--- config.mk ---
export PLATFORM = sky130hd
export DESIGN_NAME = irt_timer_top
export DESIGN_NICKNAME = d
export VERILOG_FILES = /design/src/inc/irt_pkg.sv /design/src/irt_carrier_gen.sv /design/src/irt_timer_top.sv
export SDC_FILE = /design/constraint.sdc
export NUM_CORES = 1
export LEC_CHECK = 0
export CORE_AREA = 2 2 84 86
export DETAILED_ROUTE_END_ITERATION = 8
export DIE_AREA = 0 0 86 88
export DONT_BUFFER_PORTS = 1
export GPL_ROUTABILITY_DRIVEN = 0
export MAX_ROUTING_LAYER = met4
export PLACE_DENSITY = 0.78
export SLEW_MARGIN = 20
export SYNTH_ARGS = -nofsm -noshare
export SYNTH_HDL_FRONTEND = slang
export SYNTH_SLANG_ARGS = --single-unit
--- constraint.sdc ---
create_clock -name clk -period 2.5 [get_ports clk]
set_input_delay 0.375 -clock clk [delete_from_list [all_inputs] [get_ports clk]]
set_output_delay 0.375 -clock clk [all_outputs]
set_load 0.005 [all_outputs]
--- src/inc/irt_pkg.sv ---
package irt_pkg;

  // Register byte offsets
  localparam logic [7:0] OFF_CTRL    = 8'h00;
  localparam logic [7:0] OFF_LOAD    = 8'h04;
  localparam logic [7:0] OFF_CMD     = 8'h08;
  localparam logic [7:0] OFF_STATUS  = 8'h0c;
  localparam logic [7:0] OFF_IRQ_STS = 8'h10;
  localparam logic [7:0] OFF_IRQ_CLR = 8'h14;
  localparam logic [7:0] OFF_IRQ_EN  = 8'h18;

  // Field widths and positions
  localparam int CNT_W        = 9;
  localparam int TMR_W        = 10;
  localparam int CTRL_W       = 3;
  localparam int IRQ_W        = 3;
  localparam int STS_W        = 4;
  localparam int CMD_HALT_BIT = 0;
  localparam int IRQ_DONE     = 0;
  localparam int IRQ_STOP     = 1;
  localparam int IRQ_WAKE     = 2;

  // Reset values
  localparam logic [CTRL_W-1:0] CTRL_RST = 3'h0;
  localparam logic [TMR_W-1:0]  TMR_RST  = 10'h000;
  localparam logic [IRQ_W-1:0]  IRQ_RST  = 3'h0;

  // Timing: oscillator periods per machine cycle and per carrier period
  localparam int          OSC_PER_MC = 8;
  localparam int          MC_W       = $clog2(OSC_PER_MC);
  localparam logic [MC_W-1:0] MC_LAST = MC_W'(OSC_PER_MC - 1);
  localparam int          CAR_DIV_LO = 8;
  localparam int          CAR_DIV_HI = 12;
  localparam int          CAR_W      = 4;
  localparam logic [CAR_W-1:0] CAR_LAST_LO = CAR_W'(CAR_DIV_LO - 1);
  localparam logic [CAR_W-1:0] CAR_LAST_HI = CAR_W'(CAR_DIV_HI - 1);
  localparam logic [CAR_W-1:0] CAR_HALF_LO = CAR_W'(CAR_DIV_LO / 2);
  localparam logic [CAR_W-1:0] CAR_HALF_HI = CAR_W'(CAR_DIV_HI / 2);

  typedef struct packed {
    logic osc_stop_on_halt;
    logic carrier_freq_select;
    logic run;
  } irt_ctrl_s;

  typedef struct packed {
    logic             carrier_en;
    logic [CNT_W-1:0] count;
  } irt_tmr_s;

  typedef enum logic [3:0] {
    PW_RUN       = 4'b0001,
    PW_WAIT      = 4'b0010,
    PW_STOP_PEND = 4'b0100,
    PW_STOP      = 4'b1000
  } irt_pwr_e;

endpackage

--- src/irt_carrier_gen.sv ---
`timescale 1ns/1ps
`default_nettype none

// Free-running carrier divider, fosc/8 or fosc/12, about half duty
module irt_carrier_gen (
  // Clock and reset
  input  wire logic clk,
  input  wire logic rst_n,
  // Control
  input  wire logic osc_en,
  input  wire logic div12,
  // Carrier
  output logic      wave
);

  logic [irt_pkg::CAR_W-1:0] phase;
  logic [irt_pkg::CAR_W-1:0] last;
  logic [irt_pkg::CAR_W-1:0] half;

  assign last = div12 ? irt_pkg::CAR_LAST_HI : irt_pkg::CAR_LAST_LO; // RULE_17
  assign half = div12 ? irt_pkg::CAR_HALF_HI : irt_pkg::CAR_HALF_LO;

  always_ff @(posedge clk) begin
    if (!rst_n) begin
      phase <= '0;
    end else if (osc_en) begin
      if (phase >= last) begin
        phase <= '0;
      end else begin
        phase <= phase + 1'b1;
      end
    end
  end

  always_ff @(posedge clk) begin
    if (!rst_n) begin
      wave <= 1'b0;
    end else if (osc_en) begin
      wave <= (phase < half);
    end
  end

endmodule // irt_carrier_gen

`default_nettype wire

--- src/irt_timer_top.sv ---
// Contract
// RULE_01: Ten timer bits: nine count, one carrier latch
// RULE_02: Decrement once per eight oscillator periods
// RULE_03: Stop at zero and flag completion
// RULE_04: Completion releases a halt waiting on timer
// RULE_05: Reload after completion continues without carrier glitch
// RULE_06: Software loads interval/8 minus one
// RULE_07: Carrier only while running with latch set
// RULE_08: Carrier ends at zero; idle pin low
// RULE_09: Indicator is inverted carrier activity
// RULE_10: Oscillator stop waits for count end
// RULE_11: Control register bit governs timer run
// RULE_12: Reset: carrier low, indicator high, timer cleared
// RULE_13: Low-supply reset drives indicator low
// RULE_14: First and last carrier pulses may shorten
// RULE_15: Stop mode freezes all clocked timer logic
// RULE_16: Run bit zero stops, one counts
// RULE_17: Select bit picks fosc/8 or fosc/12
// RULE_18: One load writes count and latch together
`timescale 1ns/1ps
`default_nettype none

module irt_timer_top (
  // Clock and reset
  input  wire logic        clk,
  input  wire logic        rst_n,
  // AHB-Lite slave
  input  wire logic        hsel,
  input  wire logic [31:0] haddr,
  input  wire logic [1:0]  htrans,
  input  wire logic        hwrite,
  input  wire logic [2:0]  hsize,
  input  wire logic [31:0] hwdata,
  input  wire logic        hready,
  output logic      [31:0] hrdata,
  output logic             hreadyout,
  output logic             hresp,
  // Pins
  input  wire logic        low_volt_reset,
  input  wire logic        wake_pin,
  output logic             carrier_out_pin,
  output logic             tx_active_n,
  // Core side
  output logic             core_halted,
  output logic             core_wake,
  output logic             osc_running,
  output logic             irq
);

  function automatic logic irt_hit(input logic [31:0] a,
                                   input logic [7:0]  off);
    irt_hit = (a[31:8] == 24'h000000) && (a[7:0] == off);
  endfunction

  // Pin synchronisers
  logic [1:0] pin_s1;
  logic [1:0] pin_s2;
  logic       lvd;
  logic       wake_s;

  always_ff @(posedge clk) begin
    if (!rst_n) begin
      pin_s1 <= 2'h0;
      pin_s2 <= 2'h0;
    end else begin
      pin_s1 <= {wake_pin, low_volt_reset};
      pin_s2 <= pin_s1;
    end
  end

  assign lvd    = pin_s2[0];
  assign wake_s = pin_s2[1];

  // Block-wide clear: all-clear pin or low-supply detector
  logic clr;
  assign clr = !rst_n || lvd;

  // AHB address phase capture
  logic        ap_valid;
  logic        ap_write;
  logic [31:0] ap_addr;
  logic        take;
  logic        wr;

  assign take      = hready && hsel && htrans[1];
  assign hreadyout = 1'b1;
  assign hresp     = 1'b0;

  always_ff @(posedge clk) begin
    if (!rst_n) begin
      ap_valid <= 1'b0;
      ap_write <= 1'b0;
      ap_addr  <= 32'h00000000;
    end else if (hready) begin
      ap_valid <= take;
      ap_write <= hwrite;
      ap_addr  <= haddr;
    end
  end

  assign wr = ap_valid && ap_write;

  logic wr_ctrl;
  logic wr_load;
  logic wr_cmd;
  logic wr_iclr;
  logic wr_ien;

  assign wr_ctrl = wr && irt_hit(ap_addr, irt_pkg::OFF_CTRL);
  assign wr_load = wr && irt_hit(ap_addr, irt_pkg::OFF_LOAD);
  assign wr_cmd  = wr && irt_hit(ap_addr, irt_pkg::OFF_CMD);
  assign wr_iclr = wr && irt_hit(ap_addr, irt_pkg::OFF_IRQ_CLR);
  assign wr_ien  = wr && irt_hit(ap_addr, irt_pkg::OFF_IRQ_EN);

  // Control register
  irt_pkg::irt_ctrl_s ctrl;

  always_ff @(posedge clk) begin
    if (clr) begin
      ctrl <= irt_pkg::CTRL_RST;
    end else if (wr_ctrl) begin
      ctrl <= hwdata[irt_pkg::CTRL_W-1:0]; // RULE_11
    end
  end

  // Power state
  irt_pkg::irt_pwr_e pwr;
  irt_pkg::irt_pwr_e next_pwr;
  logic              halt_cmd;
  logic              running;
  logic              done;

  assign halt_cmd = wr_cmd && hwdata[irt_pkg::CMD_HALT_BIT];

  always_comb begin
    next_pwr = pwr;
    unique case (pwr)
      irt_pkg::PW_RUN: begin
        if (halt_cmd) begin
          if (!ctrl.osc_stop_on_halt) begin
            next_pwr = irt_pkg::PW_WAIT;
          end else if (running) begin
            next_pwr = irt_pkg::PW_STOP_PEND; // RULE_10
          end else begin
            next_pwr = irt_pkg::PW_STOP;
          end
        end
      end
      irt_pkg::PW_WAIT: begin
        if (done || !running) begin
          next_pwr = irt_pkg::PW_RUN; // RULE_04
        end
      end
      irt_pkg::PW_STOP_PEND: begin
        if (done || !running) begin
          next_pwr = irt_pkg::PW_STOP; // RULE_10
        end
      end
      irt_pkg::PW_STOP: begin
        if (wake_s) begin
          next_pwr = irt_pkg::PW_RUN;
        end
      end
      default: begin
        next_pwr = irt_pkg::PW_RUN;
      end
    endcase
  end

  always_ff @(posedge clk) begin
    if (clr) begin
      pwr <= irt_pkg::PW_RUN;
    end else begin
      pwr <= next_pwr;
    end
  end

  // Oscillator gate: nothing below advances in stop mode
  logic osc_en;
  assign osc_en      = (pwr != irt_pkg::PW_STOP); // RULE_15
  assign osc_running = osc_en;
  assign core_halted = (pwr != irt_pkg::PW_RUN);

  always_ff @(posedge clk) begin
    if (clr) begin
      core_wake <= 1'b0;
    end else begin
      core_wake <= (pwr != irt_pkg::PW_RUN)
                   && (next_pwr == irt_pkg::PW_RUN); // RULE_04
    end
  end

  // Machine cycle prescaler, free running so reloads stay aligned
  logic [irt_pkg::MC_W-1:0] mc_cnt;
  logic                     mc_tick;

  always_ff @(posedge clk) begin
    if (clr) begin
      mc_cnt <= '0;
    end else if (osc_en) begin
      mc_cnt <= mc_cnt + 1'b1; // RULE_02
    end
  end

  assign mc_tick = osc_en && (mc_cnt == irt_pkg::MC_LAST); // RULE_02

  // Timer: nine-bit down counter plus carrier latch
  irt_pkg::irt_tmr_s tmr;
  logic              step;

  assign step = mc_tick && running && ctrl.run; // RULE_16
  assign done = step && (tmr.count == '0);      // RULE_03

  always_ff @(posedge clk) begin
    if (clr) begin
      tmr <= irt_pkg::TMR_RST; // RULE_12
    end else if (wr_load) begin
      tmr <= hwdata[irt_pkg::TMR_W-1:0]; // RULE_18 RULE_01
    end else if (step && !done) begin
      tmr.count <= tmr.count - 1'b1; // RULE_02
    end
  end

  // Load of N gives N+1 machine cycles before completion
  always_ff @(posedge clk) begin
    if (clr) begin
      running <= 1'b0;
    end else if (wr_load) begin
      running <= 1'b1; // RULE_05
    end else if (done) begin
      running <= 1'b0; // RULE_03
    end
  end

  // Carrier generation and pin drive
  logic wave;
  logic emit;

  irt_carrier_gen u_car (
    .clk    (clk),
    .rst_n  (!clr),
    .osc_en (osc_en),
    .div12  (ctrl.carrier_freq_select),
    .wave   (wave)
  );

  // Gate is unrelated to carrier phase, so edge pulses may be cut
  assign emit = running && tmr.carrier_en && osc_en; // RULE_07 RULE_14

  always_ff @(posedge clk) begin
    if (clr) begin
      carrier_out_pin <= 1'b0; // RULE_12
    end else begin
      carrier_out_pin <= emit && wave; // RULE_07 RULE_08
    end
  end

  always_ff @(posedge clk) begin
    if (lvd) begin
      tx_active_n <= 1'b0; // RULE_13
    end else if (!rst_n) begin
      tx_active_n <= 1'b1; // RULE_12
    end else begin
      tx_active_n <= !emit; // RULE_09
    end
  end

  // Interrupt status, enable and clear
  logic [irt_pkg::IRQ_W-1:0] irq_sts;
  logic [irt_pkg::IRQ_W-1:0] irq_en;
  logic [irt_pkg::IRQ_W-1:0] irq_set;
  logic [irt_pkg::IRQ_W-1:0] irq_clr;

  always_comb begin
    irq_set                    = '0;
    irq_set[irt_pkg::IRQ_DONE] = done;
    irq_set[irt_pkg::IRQ_STOP] = (pwr != irt_pkg::PW_STOP)
                                 && (next_pwr == irt_pkg::PW_STOP);
    irq_set[irt_pkg::IRQ_WAKE] = (pwr != irt_pkg::PW_RUN)
                                 && (next_pwr == irt_pkg::PW_RUN);
  end

  assign irq_clr = wr_iclr ? hwdata[irt_pkg::IRQ_W-1:0] : '0;

  // Set wins over a clear in the same cycle
  always_ff @(posedge clk) begin
    if (clr) begin
      irq_sts <= irt_pkg::IRQ_RST;
    end else begin
      irq_sts <= (irq_sts & ~irq_clr) | irq_set;
    end
  end

  always_ff @(posedge clk) begin
    if (clr) begin
      irq_en <= irt_pkg::IRQ_RST;
    end else if (wr_ien) begin
      irq_en <= hwdata[irt_pkg::IRQ_W-1:0];
    end
  end

  assign irq = |(irq_sts & irq_en);

  // Read data, prepared in the address phase
  logic [irt_pkg::STS_W-1:0] status;
  logic [31:0]               next_rdata;

  assign status = {emit, running, osc_en, core_halted};

  // Forward a write in its data phase to a read right behind it
  logic [irt_pkg::CTRL_W-1:0] ctrl_fwd;
  logic [irt_pkg::TMR_W-1:0]  tmr_fwd;
  logic [irt_pkg::IRQ_W-1:0]  sts_fwd;
  logic [irt_pkg::IRQ_W-1:0]  en_fwd;

  assign ctrl_fwd = wr_ctrl ? hwdata[irt_pkg::CTRL_W-1:0] : ctrl;
  assign tmr_fwd  = wr_load ? hwdata[irt_pkg::TMR_W-1:0] : tmr;
  assign sts_fwd  = (irq_sts & ~irq_clr) | irq_set;
  assign en_fwd   = wr_ien ? hwdata[irt_pkg::IRQ_W-1:0] : irq_en;

  always_comb begin
    next_rdata = 32'h00000000;
    if (irt_hit(haddr, irt_pkg::OFF_CTRL)) begin
      next_rdata[irt_pkg::CTRL_W-1:0] = ctrl_fwd;
    end else if (irt_hit(haddr, irt_pkg::OFF_LOAD)) begin
      next_rdata[irt_pkg::TMR_W-1:0] = tmr_fwd;
    end else if (irt_hit(haddr, irt_pkg::OFF_STATUS)) begin
      next_rdata[irt_pkg::STS_W-1:0] = status;
    end else if (irt_hit(haddr, irt_pkg::OFF_IRQ_STS)) begin
      next_rdata[irt_pkg::IRQ_W-1:0] = sts_fwd;
    end else if (irt_hit(haddr, irt_pkg::OFF_IRQ_EN)) begin
      next_rdata[irt_pkg::IRQ_W-1:0] = en_fwd;
    end
  end

  always_ff @(posedge clk) begin
    if (!rst_n) begin
      hrdata <= 32'h00000000;
    end else if (take && !hwrite) begin
      hrdata <= next_rdata;
    end
  end

endmodule // irt_timer_top

`default_nettype wire

; After elaboration in Yosys (flattened, before gate mapping)
; Index checks and enable logic that the tools add are counted.
[word_totals]
ff_bits = 83
inputBits = 76
word_cells = 119
[op_classes]
n_addsub = 3
order_cmp = 2
n_eq_ne = 17
n_mux = 27
n_bitwise = 4
reduce_logical = 45
[op_table]
columns = operator, n
row1 = $logic_not A24 Y1, 2
row2 = $mux W4, 9
row3 = $eq A8 B5 Y1 const B, 4
row4 = $logic_and A1 B1 Y1, 30
row5 = $mux W3, 7
row6 = $mux W9, 2
row7 = $eq A8 B3 Y1 const B, 2
row8 = $eq A8 B4 Y1 const B, 2
row9 = $logic_not A8 Y1, 2
row10 = $pmux W4 S4, 1
row11 = $mux W10, 1
row12 = $logic_not A9 Y1, 1
row13 = $sub A9 B1 Y9 const B, 1
row14 = $eq A4 B1 Y1 const B, 2
row15 = $eq A4 B4 Y1 const B, 2
row16 = $mux W7, 1
row17 = $and A3 B3 Y3, 2
row18 = $mux W6, 1
row19 = $logic_not A1 Y1, 5
row20 = $add A4 B1 Y4 const B, 1
row21 = $eq A4 B2 Y1 const B, 1
row22 = $eq A4 B3 Y1 const B, 1
row23 = $ge A4 B4 Y1, 1
row24 = $lt A4 B4 Y1, 1
row25 = 11 further kinds, 16

; Logic depth before layout (Yosys ltp)
; Gate-level depths: netlist of run 1.
[logic_depth]
depth_word = 15
ltp_mapped = 8
depth_no_buf = 8

; Modules after synthesis
; A second synthesis of run 1 with hierarchy kept.
[hier_totals]
cells_unflattened = 473
hier_area_um2 = 4202.8
[by_module_without_submodules]
columns = mod, instances, cells_each, area_each_um2
row1 = irt_timer_top, 1, 441, 3930.0
row2 = irt_carrier_gen, 1, 32, 272.8

; Least setup slack after synthesis of run 1
; OpenSTA, ideal clock, no wires.
[synth_path]
kind = reg2reg
start = register tmr[0] (netlist name)
end = register tmr[7] (netlist name)
setup_time_ns = 0.079
arrival_time_ns = 2.088
required_time_ns = 2.421
slack_ns = 0.333
path_stages_with_launch = 9
period_less_slack_ns = 2.167
path_cell_list = dfxtp_1 > inv_1 > ha_1 > nor4b_2 > a2111oi_4 > nand3_2 > or3_1 > xor2_1 > a211oi_2
[synth_via]
elab_chain_len = 5
word_cells_on_any_way = 8
classes_between = add/sub: 1 / mux: 2 / reduce/logical: 5
[synth_lines]
columns = item, line
row1 = start: declaration, irt_timer_top.sv:208  ; irt_pkg::irt_tmr_s tmr;
row2 = start signal: assignment, irt_timer_top.sv:216  ; tmr <= irt_pkg::TMR_RST;
row3 = start signal: assignment, irt_timer_top.sv:218  ; tmr <= hwdata[irt_pkg::TMR_W-1:0];
row4 = branches (longest 5 deep; another with $sub A9 B1 Y9), --
; Parallel ways; which one is timed is not known. The select of a mux whose other input is x is not followed.
; A chain may end at the register's enable or synchronous reset.

; Worst setup path in the final report of run 1
[layout_path]
start = register ap_addr[28]
end = register hrdata[9]
[layout_via]
elab_chain_len = 6
[layout_lines]
columns = item, line
row1 = start: declaration, irt_timer_top.sv:81  ; logic [31:0] ap_addr;
row2 = start signal: assignment, irt_timer_top.sv:97  ; ap_addr <= haddr;
row3 = $logic_not A24 Y1, irt_timer_top.sv:52  ; irt_hit = (a[31:8] == 24'h000000) && (a[7:0] == off);
row4 = $logic_and A1 B1 Y1, irt_timer_top.sv:52
row5 = $logic_and A1 B1 Y1, irt_timer_top.sv:110  ; assign wr_load = wr && irt_hit(ap_addr, irt_pkg::OFF_LOAD);
row6 = $mux W10, irt_timer_top.sv:317  ; assign tmr_fwd = wr_load ? hwdata[irt_pkg::TMR_W-1:0] : tmr;
row7 = $mux W6, irt_timer_top.sv:325  ; end else if (irt_hit(haddr, irt_pkg::OFF_LOAD)) begin
row8 = $mux W7, irt_timer_top.sv:323  ; if (irt_hit(haddr, irt_pkg::OFF_CTRL)) begin
row9 = end signal: assignment, irt_timer_top.sv:340  ; hrdata <= next_rdata;
row10 = end: declaration, irt_timer_top.sv:35  ; output logic [31:0] hrdata,
; No other way between the ends.

==> out/results.txt, run 1 <==
The layout has 573 filler cells. Traced cell by cell, the critical path runs through nor4_1 > nand4_2 > buf_4 > nor3b_2 > buf_12 > mux2i_1 > a2bb2oi_1 > nor2_1. Synthesis instantiated 61 different standard cells from the library. Static timing analysis puts the maximum clock frequency at 423 MHz. Cell chosen for the clock root: sky130_fd_sc_hd__clkbuf_8. After detailed routing, the number of remaining DRC violations is 0. The average vias per placed instance is 5.89, and the multi-input logic area is 2240 um2. The horizontal die dimension was 86 um; the data arrival time of the critical path was 2.60 ns.

Critical hold path startpoint: rst_n. TritonCTS built the clock tree. sky130_fd_sc_hd__dfxtp_1 is the most common cell in the netlist.

The slowest stage of the critical path is the sky130_fd_sc_hd__nor4_1 cell. The required time at the worst-slack endpoint is 2.74 ns. The CTS H-tree depth was 3; the max-cap check violation count was 0. Among all flip-flop cells after synthesis, the most frequent one is sky130_fd_sc_hd__dfxtp_1. Entering global routing, the biggest net connects 41 pins. For the final database, setup skew stands at 0.00703 ns. The startpoint identified for the worst register-to-register timing path is ap_addr[28]$_SDFFE_PN0P_.

The worst hold margin was 0.107 ns; the row count was 30. Measured along the y axis, the die boundary spans 88 um. Number of cells on the worst hold path: 1.

The maximum count of clock buffers along a single path is 2, and the count of instances resized after the clock tree is built is 0. The internal reg-to-reg setup slack is 0.14 ns, and the signed area change from the synthesized netlist to the final layout is 4.81%. The run gives 0 as the final number of max-transition violations. Counting cells, the worst reg-to-reg path comes to 8. In this design, the stage delay of the slowest critical-path cell is 0.47 ns. By count the netlist is led by 83 x sky130_fd_sc_hd__dfxtp_1, 66 x sky130_fd_sc_hd__nor2_1, 45 x sky130_fd_sc_hd__mux2i_1. The count of port buffers added during placement is 0.

The average instance area after synthesis works out to 9.16 um2. Setup repair after global routing left no endpoint under its margin. The routed design has 9020 um of wire.

Setup violations remaining at the end of the flow were counted as 0. For the initial standard-cell utilization of the core, the log shows 61.9%. The number of antenna diodes in the final layout is 0.

The final route contains 3149 vias. Worst-margin pin slew: 1.05 ns. The logs give 4 for the count of TritonRoute iterations in the first routing pass and 4110 um2 for the cell area after technology mapping. The initial antenna violation count was 0. In this run the biggest area consumer among cell types represents 40.4% of the synthesized area. The register bit count reported by yosys works out to 83. The post-route netlist has 10.5% of its cells at a drive strength greater than 1. In this run the worst hold path is classified as in -> reg. STA classifies the critical path endpoint as a flop.

Overall overflow remaining after global route: 0. The maximum VDD drop came out at 0.000502 V. Library cell with the largest summed area after synthesis: sky130_fd_sc_hd__dfxtp_1. The wire length of the first global-routing pass is 14300 um, and the final number of hold-violating endpoints is 0. The run gives 0 as the buffers inserted during post-CTS setup optimization. In this run the standard cell core region covers 6640 um2. In this run the worst path has a maximum fanout of 11. In the final timing run, aggregate negative setup slack is 0 ns.

The first routing iteration left 203 violations. After synthesis, the share of flip-flops with an asynchronous set or reset is 0%. The routed design could run at a clock period as short as 2.36 ns. The tools report the nature of the critical path startpoint as a flop. Measured against its own limit, the worst slew margin works out to 29.9%. The critical path is of the reg -> reg type. The count of antenna-violating nets left after detailed routing came out at 0. Ranked by total cell area, the synthesized netlist is headed by sky130_fd_sc_hd__dfxtp_1 40%, sky130_fd_sc_hd__mux2i_1 11%, sky130_fd_sc_hd__nor2_1 6.0%.

After detailed routing, the average wire length per cell comes to 16.9 um. Global routing used 25.3% of the available tracks. Summed over all cells, the static leakage comes to 1.64 nW. The endpoint of the worst hold-timing path is tx_active_n$_SDFF_PP0_. Yosys printed 0 warnings.

The run gives 116 as the top-level port count. Across the whole layout, storage elements account for 1660 um2. The number of buffers added to fix hold violations after cts came out at 0. Counting every sink on the clock net gives 83. The tools report the number of CTS-inserted buffers as 9. The run finished with clean final reports.

After layout, the worst path uses 94.5% of the clock period. The tools report the die area as 7570 um2. Sequential cells were found to cover 40.4% of the synthesized design area. In the final design database the tool counted 533 nets.

Power density normalized to cell area: 561 nW/um2. For the gate count after technology mapping, the log shows 449. Summed over all nets, the half-perimeter wirelength after detailed placement is 6720 um. In this run the critical register-to-register path is captured at hrdata[9]$_SDFFE_PN0P_. The run gives 3010 as the via count of the first global-routing pass. The synthesized design contains 0 enable-type register cells. Clock-pin slew was measured on the worst setup and hold paths at 0.08 ns.

Clock latency on the worst-skew pair, taken at its later pin, is 0.36 ns.
## layout make-up
cell class / count / area share [%]
Tap cell: 80 / 2.32
Sequential cell: 83 / 38.6
Multi-Input combinational cell: 335 / 52.1
Clock inverter: 5 / 0.668
Timing Repair Buffer: 11 / 2.21
Clock buffer: 11 / 3.28
Inverter: 10 / 0.871
## cells by family (layout without fill, tap and decap cells)
family          count (synthesis)  after routing  share of synthesized area, %
flops                          83             83                          40.4
buf+inv                        53             37                          7.12
compound gates                 58             58                          10.6
other cells                     2             24                         0.183
xor+xnor                       12             12                          2.56
fa+ha+maj                       7              7                          2.13
mux                            47             47                          11.5
simple gates                  187            187                          25.5
## layer usage
| layer | GRT usage [%] | routed length (um) | vias to the layer above |
|---|---|---|---|
| met3 | 8.86 | 657 | 16 |
| met1 | 30.9 | 3850 | 1463 |
| met4 | 8.95 | 167 | 0 |
| met5 | - | 0 | - |
| met2 | 38.7 | 4350 | 105 |
| li1 | - | - | 1565 |
## power breakdown
part	total, mW	switching (mW)	leakage [nW]	internal, mW
combinational	0.152	0.0812	0.868	0.0706
clock	0.861	0.478	0.0928	0.383
sequential	1.41	0.0387	0.678	1.37
total	2.42	0.598	1.64	1.82
## worst max-delay path, delay by kind of cell (launching register included)
kind,cells,cell delay [ns]
AOI/OAI and AO/OA,1,0.21
muxes,1,0.35
and+or+nand+nor,4,0.95
buffers and inverters,2,0.38
DFF,1,0.34
## state kept, by name, indices dropped and copies added (netlist names)
register and cells:
pin_s2 2, tx_active_n 1, mc_cnt 3, carrier_out_pin 1, tmr 10, pwr 4, ctrl 3, ap_write 1
core_wake 1, running 1, hrdata 10, irq_en 3, pin_s1 2, irq_sts 3, ap_addr 32, u_car.phase 4
u_car.wave 1, ap_valid 1
## worst max path at each step
stage | startpoint | endpoint | slack, ns | cells after the start
final | ap_addr[28]$_SDFFE_PN0P_ | hrdata[9]$_SDFFE_PN0P_ | 0.14 | 8
after global routing | ap_addr[28]$_SDFFE_PN0P_ | hrdata[9]$_SDFFE_PN0P_ | 0.01 | 8
after global placement | ap_addr[28]$_SDFFE_PN0P_ | hrdata[9]$_SDFFE_PN0P_ | 0.21 | 8
after floorplan | tmr[0]$_SDFFE_PP0P_ | tmr[7]$_SDFFE_PP0P_ | 0.33 | 8
after CTS | ap_addr[28]$_SDFFE_PN0P_ | hrdata[9]$_SDFFE_PN0P_ | 0.15 | 8
after detailed placement | ap_addr[28]$_SDFFE_PN0P_ | hrdata[9]$_SDFFE_PN0P_ | 0.20 | 8
## per-stage QoR
step	setup WS [ns]	utilization (%)	power, mW	std cells	area, um2
final	0.137	64.9	2.42	535	4310
after global routing	0.0102	64.9	2.51	535	4310
after CTS	0.152	64.8	2.43	535	4300
after detailed placement	0.198	62.2	1.59	519	4130
after global placement	0.212	62.2	1.58	519	4130
after floorplan	0.333	-	1.60	471	4190
## cells in the final DEF, fill, tap and decap left out, types with 3 or more instances in the layout
| master | Yosys | final |
|---|---|---|
| sky130_fd_sc_hd__ha_1 | 7 | 7 |
| sky130_fd_sc_hd__a21o_1 | 3 | 3 |
| sky130_fd_sc_hd__a211oi_1 | 10 | 10 |
| sky130_fd_sc_hd__nand2b_1 | 3 | 3 |
| sky130_fd_sc_hd__o21ai_0 | 4 | 4 |
| sky130_fd_sc_hd__xnor2_1 | 3 | 3 |
| sky130_fd_sc_hd__nor4_2 | 3 | 3 |
| sky130_fd_sc_hd__nor2_1 | 66 | 66 |
| sky130_fd_sc_hd__clkbuf_8 | 0 | 10 |
| sky130_fd_sc_hd__xor2_1 | 9 | 9 |
| sky130_fd_sc_hd__nor4_1 | 15 | 15 |
| sky130_fd_sc_hd__mux2i_1 | 45 | 45 |
| sky130_fd_sc_hd__and2_1 | 10 | 10 |
| sky130_fd_sc_hd__clkinv_2 | 0 | 4 |
| sky130_fd_sc_hd__nand3_1 | 6 | 6 |
| sky130_fd_sc_hd__and3_1 | 3 | 3 |
| sky130_fd_sc_hd__nor3_1 | 12 | 11 |
| sky130_fd_sc_hd__buf_4 | 25 | 10 |
| sky130_fd_sc_hd__nor4b_1 | 4 | 4 |
| sky130_fd_sc_hd__a21oi_1 | 14 | 14 |
| sky130_fd_sc_hd__dfxtp_1 | 83 | 83 |
| sky130_fd_sc_hd__nor4b_2 | 4 | 4 |
| sky130_fd_sc_hd__or3_1 | 6 | 6 |
| sky130_fd_sc_hd__nand2_1 | 28 | 28 |
| sky130_fd_sc_hd__o31ai_1 | 3 | 3 |
| sky130_fd_sc_hd__conb_1 | 2 | 24 |
| sky130_fd_sc_hd__inv_1 | 9 | 9 |
| sky130_fd_sc_hd__a2bb2oi_1 | 4 | 4 |
| sky130_fd_sc_hd__nand4_1 | 9 | 9 |
Power figures use the tool's default switching activity.
==> run 2: changes to the inputs <==
Settings changed: PLACE_DENSITY 0.78 to 0.86.
==> run 2 against run 1 <==
Effect of this change:
- non-clock buffer count unchanged
- flip-flop and latch count unchanged
- hold slack improved by 0.0060 ns
- largest cell class unchanged
==> out/results.txt, run 2 (synthesis gave the netlist of run 1 again) <==
The run finished with clean final reports. In this run the standard cell core region covers 6640 um2. The cell count of the worst reg-to-reg path is 7. Worst-margin pin slew: 1.07 ns.

The vertical die dimension is 88 um. Power spread over the standard cell area amounts to 639 nW/um2. The number of CTS-inserted buffers came out at 9. The tools report the cell-internal power as 2.22 mW. Critical hold path startpoint: rst_n.

At the worst endpoint, the arrival time is 2.55 ns. Headroom to the max-slew limit came out at 28.9%. For the overall overflow remaining after global route, the log shows 0.

In the final layout, the registers with the most flip-flops are ap_addr: 32 flops, hrdata: 10 flops, tmr: 10 flops. Measured along the x axis, the die boundary spans 86 um. In the layout the commonest cells are 83 x sky130_fd_sc_hd__dfxtp_1, 66 x sky130_fd_sc_hd__nor2_1, 45 x sky130_fd_sc_hd__mux2i_1. The logs give 589 uW for the net switching power and 3172 for the via count of the first global-routing pass. Across all layers, the routed design uses 3329 vias. The logs give 15100 um for the wire length of the first global-routing pass and 116 for the top-level port count.

For the initial standard-cell utilization of the core, the log shows 61.9%. The clock slew at the register clock pins of the worst setup and hold paths is 0.08 ns. The cell chosen for the clock root was sky130_fd_sc_hd__clkbuf_8.

Buffers added to address setup during post-CTS repair amount to 0. The tools report the highest attainable clock frequency as 429 MHz. The final net count came out at 533.

Registers are responsible for 50.0% of the overall power. Walking the worst path, the cells encountered are nor4_1 > nand4_2 > nor3_1 > buf_4 > mux2_2 > a221oi_1 > o22ai_1. OpenSTA, run right after detailed placement, puts the worst setup slack at 0.0563 ns. The library cell used most frequently in the layout, excluding fill and tap cells, is sky130_fd_sc_hd__dfxtp_1. The initialized floorplan defines 30 standard-cell rows. Global routing consumed, on the met3 layer, 9.05% of the routing resources. The clock net in this run drives a total of 83 sinks.

The register with the most flip-flops in the layout has 32 of them. The critical path crosses 7 cells after its start point. Setup repair after global routing left no endpoint under its margin.

The number of cells on the worst hold path was 1. The count of port buffers added during placement came out at 0. Static power due to leakage: 1.68 nW.

The count of antenna-violating nets left after detailed routing is 0, and the final setup violation count is 0. The stage delay of the slowest cell on the critical path was 0.41 ns. STA puts the critical path data required time at 2.73 ns. The type of the tightest min-delay check was in -> reg. The number of hold buffers added after CTS was 0.

The detailed-route wire length per cell is 17.9 um, and the total buffers and inverters traversed by the critical path is 1. The internal reg-to-reg setup slack is 0.17 ns, and the logic gate share of total power is 5.4%. Gates resized during post-CTS repair numbered 0. The startpoint identified for the worst register-to-register timing path is ap_addr[28]$_SDFFE_PN0P_. By startpoint and endpoint, the worst setup path is classified as reg -> reg.

For the clock latency of the later-clocked register in the worst-skew pair, the log shows 0.35 ns. After legalization and detailed placement, the total HPWL measured 6980 um. The maximum count of clock buffers along a single path is 2.

For the initial antenna violation count, the log shows 0. The number of antenna diodes in the final layout is 0. The tools report the part of the total power dissipated in the clock network as 44.6%. Entering global routing, the biggest net connects 41 pins. After detailed routing, the total wire length is 9560 um. The CTS H-tree depth was 3.

In this run the critical register-to-register path is captured at hrdata[2]$_SDFFE_PN0P_. The largest individual stage delay along the critical path comes from the cell sky130_fd_sc_hd__nor4_1. Along the worst path, the maximum fanout reaches 6. Among cell families on the critical path, the largest total delay comes from simple AND/OR/NAND/NOR gates.

In the final layout, the share of cells above drive strength 1 is 10.4%. Proportion of total power due to net switching: 20.9%. STA classifies the critical path endpoint as a flop.

The max-cap check violation count was 0. The final number of max-transition violations is 0, and the share of the cycle needed by the critical path after routing is 93.2%. In the routed design, unresolved DRC markers number 0. Using the TritonRoute via totals, the vias-per-cell ratio works out to 6.23. The detailed router finished its first iteration with 278 violations. The worst setup path is launched from a flop. The tools report the setup skew after layout as 0.00683 ns.

For the final critical-path setup slack, the log shows 0.171 ns. The global routing stage identified its most utilized layer as met2. The final number of hold-violating endpoints was 0. Global routing consumed, on the met2 layer, 42.7% of the routing resources.

For hold timing, the worst endpoint is tx_active_n$_SDFF_PP0_. For the final routed database, the setup TNS stands at 0 ns. The die covers 7570 um2. For the finished layout, the period the worst path requires is 2.33 ns.

Ranked by flip-flop count, first place goes to ap_addr. The count of TritonRoute iterations in the first routing pass is 5, and the fraction of met1 tracks used by global routing is 30.7%. Relative to the synthesized area, the layout overhead comes to 6.94%. IR analysis of the VDD net gives a maximum drop of 0.000440 V. Timing startpoint of the critical path: ap_addr[28]$_SDFFE_PN0P_. In the global route stage, overall resource usage came out at 26.2%.

TritonCTS built the clock tree.
## run 2: cell types whose count changed in the layout (fill, tap and decap cells not counted), sizes merged
cell and change:
bufinv +4, clkinv -4, clkbuf -1
## run 2: worst max-delay path by stage
stage               slack [ns]                     end
floorplan                 0.33     tmr[7]$_SDFFE_PP0P_
global placement          0.18  hrdata[2]$_SDFFE_PN0P_
detailed placement        0.06  hrdata[5]$_SDFFE_PN0P_
CTS                       0.19  hrdata[2]$_SDFFE_PN0P_
global route              0.05  hrdata[2]$_SDFFE_PN0P_
finish                    0.17  hrdata[2]$_SDFFE_PN0P_
## run 2: per-stage QoR
step	hold WS, ns	cells	power [mW]	cell area (um2)	util, %
floorplan	0.402	471	1.60	4190	-
global placement	0.418	519	1.58	4130	62.2
detailed placement	0.420	519	1.59	4130	62.2
CTS	0.104	534	2.83	4400	66.2
global route	0.103	534	2.90	4400	66.2
finish	0.113	534	2.81	4400	66.2
## run 2: area by class of cell
cell class              instances  area, um2
well taps                      80        100
inverters                      10       37.5
clock inverters                 5        125
fillers                       545       2250
multi-input cells             335       2240
clock buffers                  10        138
flip-flops and latches         83       1660
repair buffers                 11       95.1
## run 2: power by group through the flow
stage | combinational, mW | sequential, mW | clock [mW]
2_1_floorplan | 0.171 | 1.42 | 0
3_3_place_gp | 0.145 | 1.43 | 0
3_5_place_dp | 0.152 | 1.44 | 0
4_1_cts | 0.153 | 1.41 | 1.27
6_report | 0.153 | 1.41 | 1.25
5_1_grt | 0.172 | 1.41 | 1.32
## run 2: metal layers
metal  vias up  routed length [um]
met5         -                   0
met4         0                 157
met3        21                 830
met2       155                4800
met1      1586                3780
li1       1567                   -
==> run 3: changes to the inputs <==
Settings changed: CORE_AREA 2 2 84 86 to 2 2 83 85, CTS_BUF_LIST set to sky130_fd_sc_hd__clkbuf_4 sky130_fd_sc_hd__clkbuf_8, DIE_AREA 0 0 86 88 to 0 0 85 87, PLACE_DENSITY 0.86 to 0.87.
==> run 3 against run 2 <==
Effect of this change:
- design area down 2.2%
- largest power group unchanged
- core utilization is 0.69 points lower
- cell count unchanged
- critical path depth is the same
- clock skew down 0.0016 ns
- hold slack gained 0.0035 ns
- critical endpoint unchanged
==> out/results.txt, run 3 (synthesis gave the netlist of run 1 again) <==
The flow ran to the end, and the final reports show no timing, DRC or antenna violations. The endpoint of the worst hold-timing path was tx_active_n$_SDFF_PP0_. For the final setup violation count, the log shows 0. The type of the tightest min-delay check is in -> reg. The signal on the critical path passes through nor4_1 > nand4_2 > nor3_1 > buf_4 > mux2_2 > a221oi_1 > o22ai_1. The worst register-to-register path begins at ap_addr[10]$_SDFFE_PN0P_. The via total after detailed routing is 3236. At the later pin of the worst-skew pair, clock insertion delay measures 0.35 ns.

The run gives 0 as the DRC violations left. The via count of the first global-routing pass is 3116, and the buffers inserted during post-CTS setup optimization is 0. Setup repair after global routing left no endpoint under its margin.

After legalization and detailed placement, the total HPWL measured 6790 um. The count of routing violations after the opening detailed-route iteration was 208. The setup skew after layout is 0.00522 ns, and the final number of max-transition violations is 0.

The number of sinks driven by the clock tree was 83; the top fanout value on the critical path was 4. The tools report the share of the core filled with cells in the final layout as 65.5%. The layout has 544 filler cells. Max-cap violations in this run came to 0. The repair_antennas step left the layout with diodes totalling 0.

The ratio of cells with drive above 1 in the final layout was 10.4%. The vertical die dimension came out at 87 um. STA classifies the critical path endpoint as a flop.

The cell with the largest stage delay on the worst path is sky130_fd_sc_hd__nor4_1. The final cell count without fillers was 534. The total core area is 6570 um2.

The register containing the most flip-flops in the final layout is ap_addr. Buffers placed on the I/O ports in this run total 0. The wire length of the first global-routing pass is 14800 um, and the number of instances in the placed design is 519. The run gives 31.5% as the fraction of met1 tracks used by global routing. At the pin with the least slew margin, the transition time is 1.07 ns. The cell count of the worst reg-to-reg path works out to 7. The run gives 116 as the top-level port count. The floorplan has 30 rows. The tools report the data arrival time of the critical path as 2.53 ns.

Critical hold path startpoint: rst_n. The number of flip-flops in the largest register works out to 32. VDD sags by at most 0.000548 V.

The floorplan step defined a die boundary enclosing 7400 um2. The internal reg-to-reg setup slack is 0.19 ns. Dividing the final minimum period by the clock period gives 92.4%. The logs give 0 for the overall overflow remaining after global route and 4130 um2 for the cell area after placement.

Initial antenna violation count: 0. Timing would allow up to 433 MHz. The final layout contains 533 nets. The number of cells on the worst hold path is 1, and the global-route met3 utilization is 6.54%.

The top cell types in the final layout, fill and taps aside, are 83 x sky130_fd_sc_hd__dfxtp_1, 66 x sky130_fd_sc_hd__nor2_1, 45 x sky130_fd_sc_hd__mux2i_1. Summed over all cells, the static leakage comes to 1.64 nW. Setup total negative slack on the finished layout was measured at 0 ns.

In this run the critical register-to-register path is captured at hrdata[2]$_SDFFE_PN0P_. The largest registers in the layout are ap_addr: 32 flops, hrdata: 10 flops, tmr: 10 flops. The count of TritonRoute iterations in the first routing pass is 5. The logs give 0 for the number of buffers added to fix hold violations after cts and 25.9% for the global-route total usage across every layer.

The maximum number of pins on one net before global-route repair is 41, and the detailed-route wire length per cell is 16.9 um. The most common cell after layout, fill and taps aside was sky130_fd_sc_hd__dfxtp_1. The run gives 0 as the count of instances resized after the clock tree is built. The clock tree synthesis step divided the H-tree into 3 levels. For met2 alone, demand over resource in global routing was 42.3%. In this design, the stage delay of the slowest critical-path cell is 0.45 ns. Compared with the post-synthesis result, the final layout area differs by 4.63%. The routing layer with the top usage in global route was met2. The floorplan step set the die width to 85 um. Data on the critical path is required at its endpoint by 2.72 ns.

The minimum clock period works out to 2.31 ns. Clock tree synthesis selected as its root buffer the cell sky130_fd_sc_hd__clkbuf_8. The count of nets left with antenna violations once routing finished came out at 0. TritonCTS built the clock tree. The nature of the critical path startpoint was a flop.

After clock tree synthesis, the clock-pin slew on the worst setup and hold paths is 0.07 ns. The worst pin sits at a relative slew slack of 28.4%. TritonCTS created 9 clock buffers. Dividing the detail-routed via count by the number of cells gives 6.06.

The run gives 0 as the final number of hold-violating endpoints. By startpoint and endpoint, the worst setup path is classified as reg -> reg. Once the floorplan was initialized, standard cells occupied 62.6% of the core.

In this run the power density over the cells is 559 nW/um2. The clock passes through at most 2 buffers. The post-route cell area is 4300 um2, and the total length of routed wires is 9020 um.
[run 3: changes by cell type in the layout (fill, tap and decap cells not counted), sizes merged]
cell    delta
bufinv     -4
clkbuf     +2
clkinv     +2
[run 3: critical path: cells and delay by family (launching register included)]
kind / cells / cell delay [ns]
simple gates: 3 / 0.91
compound gates: 2 / 0.44
mux: 1 / 0.36
flops: 1 / 0.33
buf+inv: 1 / 0.16
[run 3: how the worst max path moves through the flow]
| stage | start | end |
|---|---|---|
| 6_report | ap_addr[10]$_SDFFE_PN0P_ | hrdata[2]$_SDFFE_PN0P_ |
| 5_1_grt | tmr[0]$_SDFFE_PP0P_ | tmr[7]$_SDFFE_PP0P_ |
| 2_1_floorplan | tmr[0]$_SDFFE_PP0P_ | tmr[7]$_SDFFE_PP0P_ |
| 3_5_place_dp | haddr[5] | hrdata[3]$_SDFFE_PN0P_ |
| 3_3_place_gp | haddr[5] | hrdata[5]$_SDFFE_PN0P_ |
| 4_1_cts | tmr[0]$_SDFFE_PP0P_ | tmr[7]$_SDFFE_PP0P_ |
[run 3: area by class of cell]
cell class	count	area (um2)	area share (%)
Inverter	10	37.5	0.873
Clock inverter	3	15.0	0.349
Timing Repair Buffer	11	95.1	2.21
Tap cell	80	100	2.33
Clock buffer	12	153	3.55
Multi-Input combinational cell	335	2240	52.1
Sequential cell	83	1660	38.6
[run 3: through the flow]
| stage | total power, mW | worst slack [ns] | hold slack, ns |
|---|---|---|---|
| 3_3_place_gp | 1.58 | 0.199 | 0.415 |
| 6_report | 2.41 | 0.189 | 0.116 |
| 4_1_cts | 2.42 | 0.216 | 0.105 |
| 2_1_floorplan | 1.60 | 0.333 | 0.402 |
| 3_5_place_dp | 1.59 | 0.196 | 0.424 |
| 5_1_grt | 2.51 | 0.0218 | 0.0953 |
[run 3: per-layer routing]
layer,vias to the layer above,share of wire (%)
li1,1561,-
met1,1526,41
met2,130,50
met3,19,7.9
met4,0,2.0
met5,-,0
[run 3: where the power goes]
group	total, mW	leakage [nW]	internal (mW)	switching, mW
clock	0.848	0.0928	0.400	0.448
sequential	1.41	0.678	1.37	0.0396
combinational	0.152	0.868	0.0705	0.0814
